--- config.mk ---
export PLATFORM = sky130hd
export DESIGN_NAME = fsp_status_regs
export DESIGN_NICKNAME = d
export VERILOG_FILES = /design/src/hdl/fsp_pkg.sv /design/src/hdl/fsp_guard_decode.sv /design/src/hdl/fsp_status_regs.sv
export SDC_FILE = /design/constraint.sdc
export NUM_CORES = 1
export LEC_CHECK = 0
export BUFFER_PORTS_ARGS = -buffer_cell sky130_fd_sc_hd__clkbuf_2
export CAP_MARGIN = 20
export CORE_MARGIN = 3
export CORE_UTILIZATION = 56
export DETAILED_ROUTE_END_ITERATION = 8
export PLACE_DENSITY = 0.91
export SYNTH_ARGS = -nofsm -noshare
export SYNTH_HDL_FRONTEND = slang
export SYNTH_SLANG_ARGS = --single-unit
export TNS_END_PERCENT = 1
--- constraint.sdc ---
create_clock -name clock_i -period 3.1 [get_ports clock_i]
set_input_delay 0.62 -clock clock_i [delete_from_list [all_inputs] [get_ports clock_i]]
set_output_delay 0.62 -clock clock_i [all_outputs]
set_load 0.005 [all_outputs]
--- src/hdl/fsp_pkg.sv ---
// Shared constants for the flash status and protection register bank.
// Assumes one 200 MHz clock; opcodes arrive already decoded from the
// serial command front end.
package fsp_pkg;

  // Array geometry: 8 MB needs 23 address bits
  localparam int ARRAY_ADDR_W = 23;
  localparam int BLOCK_SHIFT_BASE = 16;
  localparam int SECTOR_SHIFT_BASE = 11;
  localparam int SECTOR_SHIFT_MAX = 15;

  // Command opcodes
  localparam logic [7:0] OP_WRITE_UNLOCK = 8'h06;
  localparam logic [7:0] OP_WRITE_LOCK = 8'h04;
  localparam logic [7:0] OP_SREG_WR_LOW = 8'h01;
  localparam logic [7:0] OP_SREG_WR_MID = 8'h31;
  localparam logic [7:0] OP_SREG_WR_HIGH = 8'h11;
  localparam logic [7:0] OP_PAGE_WR = 8'h02;
  localparam logic [7:0] OP_PAGE_WR_QUAD = 8'h32;
  localparam logic [7:0] OP_PAGE_WR_FAST = 8'hf2;
  localparam logic [7:0] OP_SECTOR_WIPE = 8'h20;
  localparam logic [7:0] OP_BLOCK_WIPE = 8'h52;
  localparam logic [7:0] OP_SUSPEND = 8'h75;
  localparam logic [7:0] OP_RESUME = 8'h7a;

  // Field positions inside the three status bytes
  localparam int LOW_BUSY_BIT = 0;
  localparam int LOW_WEL_BIT = 1;
  localparam int LOW_GUARD_LSB = 2;
  localparam int LOW_SRP_LO_BIT = 7;
  localparam int MID_SRP_HI_BIT = 0;
  localparam int MID_QE_BIT = 1;
  localparam int MID_PPAUSE_BIT = 2;
  localparam int MID_LOCK_LSB = 3;
  localparam int MID_INVERT_BIT = 6;
  localparam int MID_EPAUSE_BIT = 7;
  localparam int HIGH_FAST_BIT = 4;
  localparam int HIGH_DRV_LSB = 5;

  // Values after reset
  localparam logic [4:0] RST_GUARD = 5'h00;
  localparam logic [1:0] RST_SRP = 2'h0;
  localparam logic RST_QE = 1'b0;
  localparam logic [2:0] RST_LOCKS = 3'h0;
  localparam logic RST_INVERT = 1'b0;
  localparam logic [1:0] RST_DRV = 2'h1;

  // Status-guard modes
  localparam logic [1:0] SRP_SOFT = 2'h0;
  localparam logic [1:0] SRP_HW = 2'h1;
  localparam logic [1:0] SRP_SUPPLY = 2'h2;
  localparam logic [1:0] SRP_OTP = 2'h3;

  // Status write busy time, rounded up to whole cycles
  localparam int CLK_MHZ = 200;
  localparam int SREG_WRITE_NS = 1000;
  localparam int SREG_WRITE_CYC = (SREG_WRITE_NS * CLK_MHZ + 999) / 1000;

  typedef enum logic [1:0] {
    FSP_ST_IDLE = 2'b00,
    FSP_ST_ENGINE = 2'b01,
    FSP_ST_PAUSED = 2'b11,
    FSP_ST_SREG = 2'b10
  } fsp_state_t;

endpackage

--- src/hdl/fsp_guard_decode.sv ---
// Guarded-region decoder: says whether an array address is shielded.
// Pure combinational; fed from the status register fields.
`timescale 1ns/1ps
module fsp_guard_decode #(
  parameter int ADDR_W = fsp_pkg::ARRAY_ADDR_W
) (
  input wire logic [4:0] guard_i,
  input wire logic invert_i,
  input wire logic [ADDR_W-1:0] addr_i,
  output logic hit_o
);

  logic [2:0] sel;
  logic [4:0] shift;
  logic [ADDR_W-1:0] mask;
  logic region;

  // Largest region spans bit 22, so fewer bits cannot be served
  if (ADDR_W < fsp_pkg::ARRAY_ADDR_W) begin : g_bad_width
    $error("fsp_guard_decode: ADDR_W too small");
  end

  // Region size as a power of two
  always_comb begin
    sel = guard_i[2:0];
    if (guard_i[4]) begin
      shift = 5'(fsp_pkg::SECTOR_SHIFT_BASE) + {2'h0, sel};
      if (shift > 5'(fsp_pkg::SECTOR_SHIFT_MAX)) begin
        shift = 5'(fsp_pkg::SECTOR_SHIFT_MAX);
      end
    end else begin
      shift = 5'(fsp_pkg::BLOCK_SHIFT_BASE) + {2'h0, sel};
    end
  end

  // One mask bit per address bit above the region size
  for (genvar b = 0; b < ADDR_W; b++) begin : g_mask
    assign mask[b] = (b >= int'(shift));
  end

  always_comb begin
    if (sel == 3'h0) begin
      region = 1'b0;
    end else if (sel == 3'h7) begin
      region = 1'b1;
    end else if (guard_i[3]) begin
      region = ((addr_i & mask) == '0);
    end else begin
      region = ((addr_i & mask) == mask);
    end
    hit_o = region ^ invert_i;
  end

endmodule

--- src/hdl/fsp_status_regs.sv ---
// Status and protection register bank of a serial NOR flash.
// Assumes a command front end that hands over one decoded command per
// cycle, and array engines that report busy on this same clock.
`timescale 1ns/1ps
module fsp_status_regs #(
  parameter logic [7:0] CHIP_WIPE_OP = 8'h00,
  parameter int SREG_WRITE_CYC = fsp_pkg::SREG_WRITE_CYC
) (
  input wire logic clock_i,
  input wire logic resetn_i,
  input wire logic cmd_valid_i,
  input wire logic [7:0] cmd_op_i,
  input wire logic [7:0] cmd_data_i,
  input wire logic [23:0] cmd_addr_i,
  input wire logic wp_n_i,
  input wire logic engine_busy_i,
  input wire logic engine_erasing_i,
  input wire logic engine_programming_i,
  input wire logic fast_mode_i,
  output logic [7:0] status_low_o,
  output logic [7:0] status_mid_o,
  output logic [7:0] status_high_o,
  output logic prog_start_o,
  output logic erase_start_o,
  output logic [7:0] op_code_o,
  output logic [23:0] op_addr_o,
  output logic refused_o,
  output logic suspend_o,
  output logic resume_o,
  output logic quad_lanes_o,
  output logic [1:0] drive_level_o
);

  localparam int CNT_W = $clog2(SREG_WRITE_CYC + 1);
  // Counter must hold at least one cycle of busy time
  if (SREG_WRITE_CYC < 1) begin : g_bad_cyc
    $error("fsp_status_regs: SREG_WRITE_CYC must be at least 1");
  end

  // Reset release and pin synchronisers
  logic rst_meta_q;
  logic rst_n_q;
  logic wp_meta_q;
  logic wp_sync_q;
  // Status fields
  logic busy_q;
  logic wel_q;
  logic [4:0] guard_q;
  logic [1:0] srp_q;
  logic qe_q;
  logic [2:0] locks_q;
  logic invert_q;
  logic epause_q;
  logic ppause_q;
  logic fast_q;
  logic [1:0] drv_q;
  // Sequencing
  fsp_pkg::fsp_state_t st_q;
  fsp_pkg::fsp_state_t st_d;
  logic [CNT_W-1:0] cnt_q;
  logic prog_start_q;
  logic erase_start_q;
  logic [7:0] op_code_q;
  logic [23:0] op_addr_q;
  logic refused_q;
  logic suspend_q;
  logic resume_q;
  // Decoded command terms
  logic is_sreg_wr;
  logic is_prog;
  logic is_wipe;
  logic is_chip;
  logic is_guarded_cmd;
  logic idle;
  logic wp_level;
  logic sreg_locked;
  logic guard_hit;
  logic sreg_ok;
  logic prog_ok;
  logic wipe_ok;
  logic chip_ok;
  logic launch;
  // Asynchronous assert, two-stage synchronous release
  always_ff @(posedge clock_i or negedge resetn_i) begin
    if (!resetn_i) begin
      rst_meta_q <= 1'b0;
      rst_n_q <= 1'b0;
    end else begin
      rst_meta_q <= 1'b1;
      rst_n_q <= rst_meta_q;
    end
  end

  // Guard pin through two flops
  always_ff @(posedge clock_i or negedge rst_n_q) begin
    if (!rst_n_q) begin
      wp_meta_q <= 1'b1;
      wp_sync_q <= 1'b1;
    end else begin
      wp_meta_q <= wp_n_i;
      wp_sync_q <= wp_meta_q;
    end
  end

  // Region shield lookup for the addressed location
  fsp_guard_decode #(
    .ADDR_W(fsp_pkg::ARRAY_ADDR_W)
  ) u_guard (
    .guard_i(guard_q),
    .invert_i(invert_q),
    .addr_i(cmd_addr_i[fsp_pkg::ARRAY_ADDR_W-1:0]),
    .hit_o(guard_hit)
  );

  // Command classes
  always_comb begin
    is_sreg_wr = (cmd_op_i == fsp_pkg::OP_SREG_WR_LOW) ||
                 (cmd_op_i == fsp_pkg::OP_SREG_WR_MID) ||
                 (cmd_op_i == fsp_pkg::OP_SREG_WR_HIGH);
    is_prog = (cmd_op_i == fsp_pkg::OP_PAGE_WR) ||
              (cmd_op_i == fsp_pkg::OP_PAGE_WR_QUAD) ||
              (cmd_op_i == fsp_pkg::OP_PAGE_WR_FAST);
    is_wipe = (cmd_op_i == fsp_pkg::OP_SECTOR_WIPE) ||
              (cmd_op_i == fsp_pkg::OP_BLOCK_WIPE);
    is_chip = (cmd_op_i == CHIP_WIPE_OP);
    is_guarded_cmd = is_sreg_wr || is_prog || is_wipe || is_chip;
    idle = (st_q == fsp_pkg::FSP_ST_IDLE);
  end

  // Four-lane mode frees pin
  // With four lanes on, the guard pin carries data and protects nothing.
  assign wp_level = qe_q ? 1'b1 : wp_sync_q;

  always_comb begin
    unique case (srp_q)
      fsp_pkg::SRP_SOFT: sreg_locked = 1'b0;
      fsp_pkg::SRP_HW: sreg_locked = !wp_level;
      fsp_pkg::SRP_SUPPLY: sreg_locked = 1'b1;
      fsp_pkg::SRP_OTP: sreg_locked = 1'b1;
    endcase
  end

  always_comb begin
    sreg_ok = cmd_valid_i && is_sreg_wr && idle && wel_q && !sreg_locked;
    prog_ok = cmd_valid_i && is_prog && idle && wel_q && !guard_hit &&
              (qe_q || (cmd_op_i != fsp_pkg::OP_PAGE_WR_QUAD));
    wipe_ok = cmd_valid_i && is_wipe && idle && wel_q && !guard_hit;
    chip_ok = cmd_valid_i && is_chip && idle && wel_q &&
              (guard_q[2:0] == 3'h0) && !invert_q;
    launch = prog_ok || wipe_ok || chip_ok;
  end

  // Unlock sets latch
  // Accepted writes and the lock command drop it again.
  always_ff @(posedge clock_i or negedge rst_n_q) begin
    if (!rst_n_q) begin
      wel_q <= 1'b0;
    end else if (sreg_ok || launch) begin
      wel_q <= 1'b0;
    end else if (cmd_valid_i && idle) begin
      if (cmd_op_i == fsp_pkg::OP_WRITE_UNLOCK) begin
        wel_q <= 1'b1;
      end else if (cmd_op_i == fsp_pkg::OP_WRITE_LOCK) begin
        wel_q <= 1'b0;
      end
    end
  end

  // Guard field write
  // Low byte: guard field and low mode bit; bits 1..0 are read-only.
  always_ff @(posedge clock_i or negedge rst_n_q) begin
    if (!rst_n_q) begin
      guard_q <= fsp_pkg::RST_GUARD;
      srp_q[0] <= fsp_pkg::RST_SRP[0];
    end else if (sreg_ok && (cmd_op_i == fsp_pkg::OP_SREG_WR_LOW)) begin
      guard_q <= cmd_data_i[fsp_pkg::LOW_GUARD_LSB +: 5];
      srp_q[0] <= cmd_data_i[fsp_pkg::LOW_SRP_LO_BIT];
    end
  end

  // Invert bit write
  // Mid byte: paused flags at bits 7 and 2 are read-only here.
  always_ff @(posedge clock_i or negedge rst_n_q) begin
    if (!rst_n_q) begin
      srp_q[1] <= fsp_pkg::RST_SRP[1];
      qe_q <= fsp_pkg::RST_QE;
      locks_q <= fsp_pkg::RST_LOCKS;
      invert_q <= fsp_pkg::RST_INVERT;
    end else if (sreg_ok && (cmd_op_i == fsp_pkg::OP_SREG_WR_MID)) begin
      srp_q[1] <= cmd_data_i[fsp_pkg::MID_SRP_HI_BIT];
      qe_q <= cmd_data_i[fsp_pkg::MID_QE_BIT];
      locks_q <= locks_q | cmd_data_i[fsp_pkg::MID_LOCK_LSB +: 3];
      invert_q <= cmd_data_i[fsp_pkg::MID_INVERT_BIT];
    end
  end

  always_ff @(posedge clock_i or negedge rst_n_q) begin
    if (!rst_n_q) begin
      drv_q <= fsp_pkg::RST_DRV;
    end else if (sreg_ok && (cmd_op_i == fsp_pkg::OP_SREG_WR_HIGH)) begin
      drv_q <= cmd_data_i[fsp_pkg::HIGH_DRV_LSB +: 2];
    end
  end

  always_ff @(posedge clock_i or negedge rst_n_q) begin
    if (!rst_n_q) begin
      fast_q <= 1'b0;
    end else begin
      fast_q <= fast_mode_i;
    end
  end

  // Operation sequencer
  always_comb begin
    st_d = st_q;
    unique case (st_q)
      fsp_pkg::FSP_ST_IDLE: begin
        if (sreg_ok) begin
          st_d = fsp_pkg::FSP_ST_SREG;
        end else if (launch) begin
          st_d = fsp_pkg::FSP_ST_ENGINE;
        end
      end
      fsp_pkg::FSP_ST_SREG: begin
        if (cnt_q == CNT_W'(1)) begin
          st_d = fsp_pkg::FSP_ST_IDLE;
        end
      end
      fsp_pkg::FSP_ST_ENGINE: begin
        if (cmd_valid_i && (cmd_op_i == fsp_pkg::OP_SUSPEND) &&
            (engine_erasing_i || engine_programming_i)) begin
          st_d = fsp_pkg::FSP_ST_PAUSED;
        end else if (!engine_busy_i && !prog_start_q && !erase_start_q &&
                     !resume_q) begin
          st_d = fsp_pkg::FSP_ST_IDLE;
        end
      end
      fsp_pkg::FSP_ST_PAUSED: begin
        if (cmd_valid_i && (cmd_op_i == fsp_pkg::OP_RESUME)) begin
          st_d = fsp_pkg::FSP_ST_ENGINE;
        end
      end
    endcase
  end

  // State register and status write timer
  always_ff @(posedge clock_i or negedge rst_n_q) begin
    if (!rst_n_q) begin
      st_q <= fsp_pkg::FSP_ST_IDLE;
      cnt_q <= '0;
    end else begin
      st_q <= st_d;
      if (sreg_ok) begin
        cnt_q <= CNT_W'(SREG_WRITE_CYC);
      end else if (cnt_q != '0) begin
        cnt_q <= cnt_q - CNT_W'(1);
      end
    end
  end

  always_ff @(posedge clock_i or negedge rst_n_q) begin
    if (!rst_n_q) begin
      busy_q <= 1'b0;
    end else begin
      busy_q <= (st_d == fsp_pkg::FSP_ST_SREG) ||
                (st_d == fsp_pkg::FSP_ST_ENGINE);
    end
  end

  always_ff @(posedge clock_i or negedge rst_n_q) begin
    if (!rst_n_q) begin
      epause_q <= 1'b0;
      ppause_q <= 1'b0;
    end else if (st_q == fsp_pkg::FSP_ST_ENGINE &&
                 st_d == fsp_pkg::FSP_ST_PAUSED) begin
      epause_q <= engine_erasing_i;
      ppause_q <= engine_programming_i && !engine_erasing_i;
    end else if (st_q == fsp_pkg::FSP_ST_PAUSED &&
                 st_d == fsp_pkg::FSP_ST_ENGINE) begin
      epause_q <= 1'b0;
      ppause_q <= 1'b0;
    end
  end

  // Engine start, suspend and resume pulses with operands
  always_ff @(posedge clock_i or negedge rst_n_q) begin
    if (!rst_n_q) begin
      prog_start_q <= 1'b0;
      erase_start_q <= 1'b0;
      suspend_q <= 1'b0;
      resume_q <= 1'b0;
      op_code_q <= 8'h00;
      op_addr_q <= 24'h00_0000;
    end else begin
      prog_start_q <= prog_ok;
      erase_start_q <= wipe_ok || chip_ok;
      suspend_q <= (st_q == fsp_pkg::FSP_ST_ENGINE) &&
                   (st_d == fsp_pkg::FSP_ST_PAUSED);
      resume_q <= (st_q == fsp_pkg::FSP_ST_PAUSED) &&
                  (st_d == fsp_pkg::FSP_ST_ENGINE);
      if (launch) begin
        op_code_q <= cmd_op_i;
        op_addr_q <= cmd_addr_i;
      end
    end
  end

  always_ff @(posedge clock_i or negedge rst_n_q) begin
    if (!rst_n_q) begin
      refused_q <= 1'b0;
    end else begin
      refused_q <= cmd_valid_i && is_guarded_cmd && !sreg_ok && !launch;
    end
  end

  assign status_low_o = {srp_q[0], guard_q, wel_q, busy_q};
  assign status_mid_o = {epause_q, invert_q, locks_q, ppause_q, qe_q,
                         srp_q[1]};
  assign status_high_o = {1'b0, drv_q, fast_q, 4'h0};

  // Engine and pad control outputs
  assign prog_start_o = prog_start_q;
  assign erase_start_o = erase_start_q;
  assign op_code_o = op_code_q;
  assign op_addr_o = op_addr_q;
  assign refused_o = refused_q;
  assign suspend_o = suspend_q;
  assign resume_o = resume_q;
  assign quad_lanes_o = qe_q;
  assign drive_level_o = drv_q;

endmodule

==> results of run 1 <==
-- Yosys cell counts (2+ instances only) --
library cell	n	area (um^2)
or4_1	3	22.5
clkbuf_1	4	15.0
buf_12	2	40.0
o21ai_1	2	10.0
nor4_1	7	43.8
and3_1	5	31.3
or3_1	3	18.8
nor3_1	12	60.1
ha_1	7	87.6
a32o_1	3	30.0
xnor2_1	3	26.3
buf_6	3	33.8
inv_1	16	60.1
nand3_1	10	50.1
and4_1	3	26.3
conb_1	2	7.51
o31ai_1	2	15.0
a21o_1	8	60.1
o311ai_0	2	17.5
a211oi_1	3	22.5
mux2_2	13	146
nand2b_1	9	56.3
nand4_1	4	25.0
o21ai_0	12	60.1
buf_4	15	113
o211ai_1	8	60.1
o22ai_1	6	37.5
dfstp_2	3	78.8
a221o_1	2	20.0
a31oi_1	2	12.5
mux2_4	22	330
a21oi_1	15	75.1
dfrtp_1	67	1680
nand2_1	27	101
and2_1	5	31.3
nor2_1	15	56.3
o21a_1	2	15.0
a311oi_1	2	17.5
nor2b_1	5	31.3
nand3b_1	2	15.0
-- worst min-delay path by stage --
stage | depth (start not counted) | to | startpoint | slack [ns]
5_1_grt | 1 | rst_n_q | resetn_i | 0.03
6_report | 1 | rst_n_q | resetn_i | 0.05
2_1_floorplan | 0 | rst_meta_q | resetn_i | 0.32
3_3_place_gp | 0 | quad_lanes_o | rst_n_q | 0.31
3_5_place_dp | 0 | status_low_o[7] | rst_n_q | 0.32
4_1_cts | 1 | rst_n_q | resetn_i | 0.03
-- layout make-up --
cell class	instances	area, um^2
Clock buffer	10	128
Clock inverter	6	68.8
Fill cell	470	1650
Inverter	16	62.6
Multi-Input combinational cell	255	1960
Sequential cell	70	1760
Tap cell	77	96.3
Timing Repair Buffer	141	805
-- worst max-delay path, cell delays in order, from the launching register on --
cell      delay (ns)
dfrtp_1         0.41
inv_4           0.07
ha_1            0.16
inv_2           0.05
ha_4            0.29
buf_6           0.13
a22o_1          0.12
a221oi_1        0.07
a211o_1         0.27
or4_4           0.50
o211a_4         0.17
a31oi_4         0.19
buf_6           0.24
mux2_2          0.36
-- flip-flops by register name, summed over array words and instances (netlist names), 2 cells and up --
| register | count |
|---|---|
| op_addr_o | 24 |
| cnt_q | 8 |
| op_code_o | 8 |
| guard_q | 5 |
| locks_q | 3 |
| drive_level_o | 2 |
| st_q | 2 |
-- per-layer routing --
metal / track usage, % / vias up / wire, um
met5: 0 / - / 0
li1: - / 1585 / -
met4: 10.0 / 0 / 159
met2: 41.3 / 181 / 4610
met3: 4.42 / 16 / 761
met1: 35.8 / 1679 / 4270
-- power breakdown --
group	internal, W	switching [W]
clock	0.000377	0.000354
combinational	0.0000427	0.0000620
sequential	0.000917	0.00000815
total	0.00134	0.000424
-- through the flow --
step           setup TNS [ns]  cells  setup WS [ns]  area, um^2  hold WS, ns
2_1_floorplan           -6.29    366         -0.461        3970        0.324
6_report               -0.266    575        -0.0537        4880       0.0505
5_1_grt                 -4.40    575         -0.221        4880       0.0273
3_3_place_gp            -4.22    554         -0.228        4610        0.310
3_5_place_dp            -6.69    554         -0.321        4610        0.322
4_1_cts                -0.217    575        -0.0537        4880       0.0317
-- layout by cell type (no fill, tap or decap), types with 4 or more instances in the layout --
cell type	instances
and3_1	4
nand4_1	4
nor3_1	12
clkbuf_2	106
o211ai_1	8
conb_1	6
nand2b_1	8
nand2_1	26
a21o_1	8
mux2_4	22
nor2b_1	5
o21ai_0	12
clkbuf_8	9
nor4_1	7
a21oi_1	15
and2_1	5
inv_1	13
buf_4	32
ha_1	5
nor2_1	15
mux2_2	13
o22ai_1	6
nand3_1	10
dfrtp_1	66
-- cell families after synthesis --
logic type / Yosys count / share of synthesized area [%]
XOR/XNOR: 4 / 0.899
other: 2 / 0.193
AND/OR/NAND/NOR: 116 / 16.0
AO/OA/AOI/OAI: 86 / 16.3
multiplexers: 35 / 12.2
buffers and inverters: 41 / 6.84
flip-flops: 70 / 45.0
adder cells (fa/ha/maj): 8 / 2.50
-- what timing repair did --
item	CTS	global route
pin swaps	5	1
endpoints found under the setup margin	32	31
setup buffers	5	0
resized for setup	10	1
cloned	0	0
==> flow_summary_export.csv, run 1 <==
group,metric,value,unit
floorplan,die-height,89.4,um
clock_network,clock-sinks,70,
grt,grt_pass1_wl,16100,um
timing,drv_slew,0,
yosys,yosysWarnings,0,
grt,globalRouteOverflowTotal,0,
timing,hold_violations,0,
yosys,seq_area_frac_synth,45.0,%
pwr,ir_drop,0.319,mV
floorplan,rows,29,
finish,syn_to_final_growth,25.2,%
timing,fin_ws,-0.0537,ns
finish,fin_util,74.7,%
placed_design,gp_congestion,0.955,
finish,nNetsFinal,548,
drt,avgRoutedWirePerCell,17.0,um
drt,num_vias,3461,
setup_path,critical_path_required,3.32,ns
yosys,syn_avg_cell_area,10.8,um^2
grt,grt_pass1_vias,3360,
clock_network,cts_buffer_depth,2,
clock_network,clk_latency,0.34,ns
floorplan,start_util,59.7,%
setup_path,rrSetupSlack,-0.05,ns
worst_hold_path,hold_class,"primary input to async pin",
timing,finalCritPeriodShare,102,%
clock_network,cts_tree,"done",
drt,drtPass1Iterations,5,
timing,max_freq,317,MHz
outcome,outcome,"finished, violations left",
yosys,syn_area,3900,um^2
placed_design,io_buffers,106,
timing,worst_pin_slew,0.655,ns
grt,track_usage,26.1,%
floorplan,die-area,8000,um^2
clock_network,htree_levels,3,
timing,finalCriticalPeriod,3.15,ns
yosys,synth-edff-count,0,
setup_path,r2r_end,"op_addr_o[0]",
pwr,p_leak,2.49,nW
finish,drive_gt1_share,43.2,%
timing,skew,0.00985,ns
yosys,synthArstFlopShare,100,%
finish,diodes,0,
drt,viasPerCell,6.02,
placed_design,hpwlAfterDp,7470,um
yosys,ys_types,66,
drt,drc,0,
floorplan,dieWidth,89.4,um
pwr,p_per_area,361,nW/um^2
setup_path,crit_arrival,3.37,ns
setup_path,crit_end,"op_addr_o[0]",
timing,setup_viol,19,
clock_network,numCtsBuffers,9,
outcome,violations,"negative setup slack",
pwr,power.total,0.00176,W
setup_path,cp-start-kind,"register",
drt,ant_nets,0,
timing,slew_headroom,56.3,%
yosys,synth_top_flop_cell,"dfrtp_1",
setup_path,endpoint_kind,"register",
setup_path,r2r_start,"guard_q[0]",
clock_network,ctsHoldBuffers,0,
setup_path,worstSetupPathType,"register to register",
clock_network,cts_root_buffer,"clkbuf_8",
setup_path,path_max_fanout,13,
timing,grt_setup_unrepaired,"yes",
setup_path,crit_start,"guard_q[0]",
run,cap_violations,0,
setup_path,ff2ff_path_depth,13,
yosys,synth-seq-cells,70,
floorplan,io_pins,112,
grt,antenna_found_initial,0,
floorplan,coreArea,6530,um^2
drt,wirelength,9800,um
clock_network,path_clk_slew,0.07,ns
yosys,syn_inst,362,
drt,drtIter0Drc,300,
grt,grt_max_degree,40,
No activity file was read; power rests on OpenSTA's default activity.
==> inputs of run 2 (changes only) <==
==> constraint.sdc (replaced) <==
create_clock -name clock_i -period 3.1 [get_ports clock_i]
set_input_delay 0.62 -clock clock_i [delete_from_list [all_inputs] [get_ports clock_i]]
set_output_delay 0.62 -clock clock_i [all_outputs]
set_load 0.1 [all_outputs]
==> run 2 against run 1 <==
Net effect: the run still ends with negative setup slack left; worst hold slack worse by 0.011 ns; total power up 4.0%; global-route usage up 0.68 points; critical path depth up 3; worst setup slack worse by 0.045 ns; combinational power up 32%; clock skew down 0.00052 ns; largest cell class unchanged; largest power group unchanged; highest routed layer unchanged.
==> flow_summary_export.csv, run 2 (synthesis results as in run 1) <==
group,metric,value,unit
outcome,outcome,"finished, violations left",
outcome,violations,"negative setup slack",
clock_network,cts_tree,"done",
timing,max_freq,313,MHz
clock_network,numCtsBuffers,9,
floorplan,coreArea,6530,um^2
grt,grt_pass1_wl,16100,um
setup_path,worstSetupPathType,"register to register",
pwr,p_sw,0.000492,W
grt,grt_pass1_vias,3293,
clock_network,ctsHoldBuffers,0,
floorplan,rows,29,
floorplan,die-height,89.4,um
placed_design,gp_congestion,0.924,
finish,layout_commonest_cell,"clkbuf_2",
drt,viasPerCell,6.25,
finish,nNetsFinal,539,
clock_network,clock-sinks,70,
finish,diodes,0,
placed_design,hpwlAfterDp,7520,um
clock_network,cts_buffer_depth,2,
drt,ant_nets,0,
timing,slew_headroom,56.4,%
timing,skew,0.00932,ns
setup_path,path_max_fanout,5,
pwr,power.share.clock,41.9,%
finish,syn_to_final_growth,25.0,%
pwr,pwr-share-comb,7.6,%
placed_design,io_buffers,106,
drt,drtIter0Drc,402,
clock_network,path_clk_slew,0.08,ns
pwr,p_per_area,376,nW/um^2
setup_path,critical_path_required,3.34,ns
timing,grt_setup_unrepaired,"yes",
finish,drive_gt1_share,43.6,%
pwr,switching_share,26.9,%
grt,grt_max_degree,40,
setup_path,cp-start-kind,"register",
drt,wirelength,10300,um
pwr,ir_drop,0.263,mV
timing,finalCritPeriodShare,103,%
timing,drv_slew,0,
timing,worst_pin_slew,0.654,ns
drt,num_vias,3538,
finish,largest_reg_flops,24,
floorplan,io_pins,112,
setup_path,endpoint_kind,"register",
worst_hold_path,hold_class,"primary input to async pin",
pwr,p_seq_share,50.5,%
timing,fin_ws,-0.0986,ns
timing,finalCriticalPeriod,3.20,ns
finish,final.fill_count,442,
clock_network,clk_latency,0.35,ns
timing,setup_viol,26,
grt,antenna_found_initial,0,
pwr,p_leak,2.46,nW
grt,track_usage,26.7,%
clock_network,cts_root_buffer,"clkbuf_8",
placed_design,place_ws,-0.257,ns
timing,hold_violations,0,
clock_network,htree_levels,3,
grt,globalRouteOverflowTotal,0,
finish,mostFrequentLayoutCells,"106 x clkbuf_2, 64 x dfrtp_1, 26 x nand2_1",
drt,avgRoutedWirePerCell,18.3,um
drt,drtPass1Iterations,5,
floorplan,start_util,59.7,%
finish,fin_util,74.6,%
setup_path,crit_arrival,3.44,ns
floorplan,die-area,8000,um^2
floorplan,dieWidth,89.4,um
drt,drc,0,
pwr,p_int,0.00134,W
run,cap_violations,0,
## run 2: changes by cell type in the layout (fill, tap and decap cells not counted), sizes merged
cell,before,now
clkinvlp,1,2
clkbuf,116,115
buf,35,26
clkinv,2,1
inv,18,19
## run 2: area by class of cell
| cell class | instances | area (um^2) | area share (%) |
|---|---|---|---|
| inverters | 16 | 62.6 | 1.28 |
| clock inverters | 7 | 80.1 | 1.64 |
| multi-input cells | 255 | 1980 | 40.7 |
| repair buffers | 132 | 769 | 15.8 |
| clock buffers | 9 | 124 | 2.54 |
| flip-flops and latches | 70 | 1760 | 36.1 |
| well taps | 77 | 96.3 | 1.98 |
## run 2: stage by stage
step           TNS, ns  std cells  cell area, um^2  power, W  hold WS (ns)
3_3_place_gp     -1.33        546             4540   0.00107         0.305
6_report         -1.48        566             4870   0.00183        0.0391
4_1_cts         -0.576        566             4860   0.00184        0.0308
2_1_floorplan   -14.93        366             3950   0.00102         0.324
3_5_place_dp     -5.34        546             4540   0.00108         0.317
5_1_grt          -4.46        566             4870   0.00189        0.0271
## run 2: worst max-delay path, cell delays in order, from the launching register on
cell	delay, ns
dfrtp_2	0.42
inv_2	0.09
ha_4	0.13
inv_2	0.04
ha_4	0.28
nand4bb_1	0.15
nor2_1	0.07
a2111oi_2	0.23
nand4_1	0.17
or4_4	0.52
o211a_4	0.17
a31oi_4	0.21
nand2_2	0.09
ha_2	0.18
nand3b_1	0.14
inv_1	0.07
o2bb2ai_1	0.12
## run 2: final timing paths
check                           slack [ns]         endpoint        from  cells after the start
worst max-delay path                  -0.1         epause_q  guard_q[1]                     16
worst min-delay path                  0.04          rst_n_q    resetn_i                      1
worst max register to register        -0.1         epause_q  guard_q[1]                     16
worst min register to register        0.30  status_low_o[7]     rst_n_q                      0
max in group asynchronous             1.85         cnt_q[5]     rst_n_q                      1
min in group clock_i                  0.35        wp_meta_q      wp_n_i                      1
## run 2: power by group through the flow
stage | registers, W | clock network [W] | logic [W]
floorplan | 0.000950 | 0 | 0.0000680
global placement | 0.000943 | 0 | 0.000131
detailed placement | 0.000944 | 0 | 0.000134
CTS | 0.000926 | 0.000774 | 0.000136
global route | 0.000927 | 0.000817 | 0.000149
finish | 0.000925 | 0.000768 | 0.000139
## run 2: repair_timing
| action | CTS | global route |
|---|---|---|
| buffers inserted | 3 | 0 |
| gates resized for setup | 18 | 5 |
| endpoints found under the setup margin | 34 | 34 |
| pin swaps | 10 | 4 |
| gates cloned | 1 | 0 |
## run 2: layer usage
layer | share of wire (%) | GRT usage, % | wire (um)
met4 | 2.2 | 9.61 | 227
met3 | 9.1 | 6.08 | 936
met5 | 0 | 0 | 0
met2 | 49 | 45.1 | 5030
met1 | 40 | 33.6 | 4140
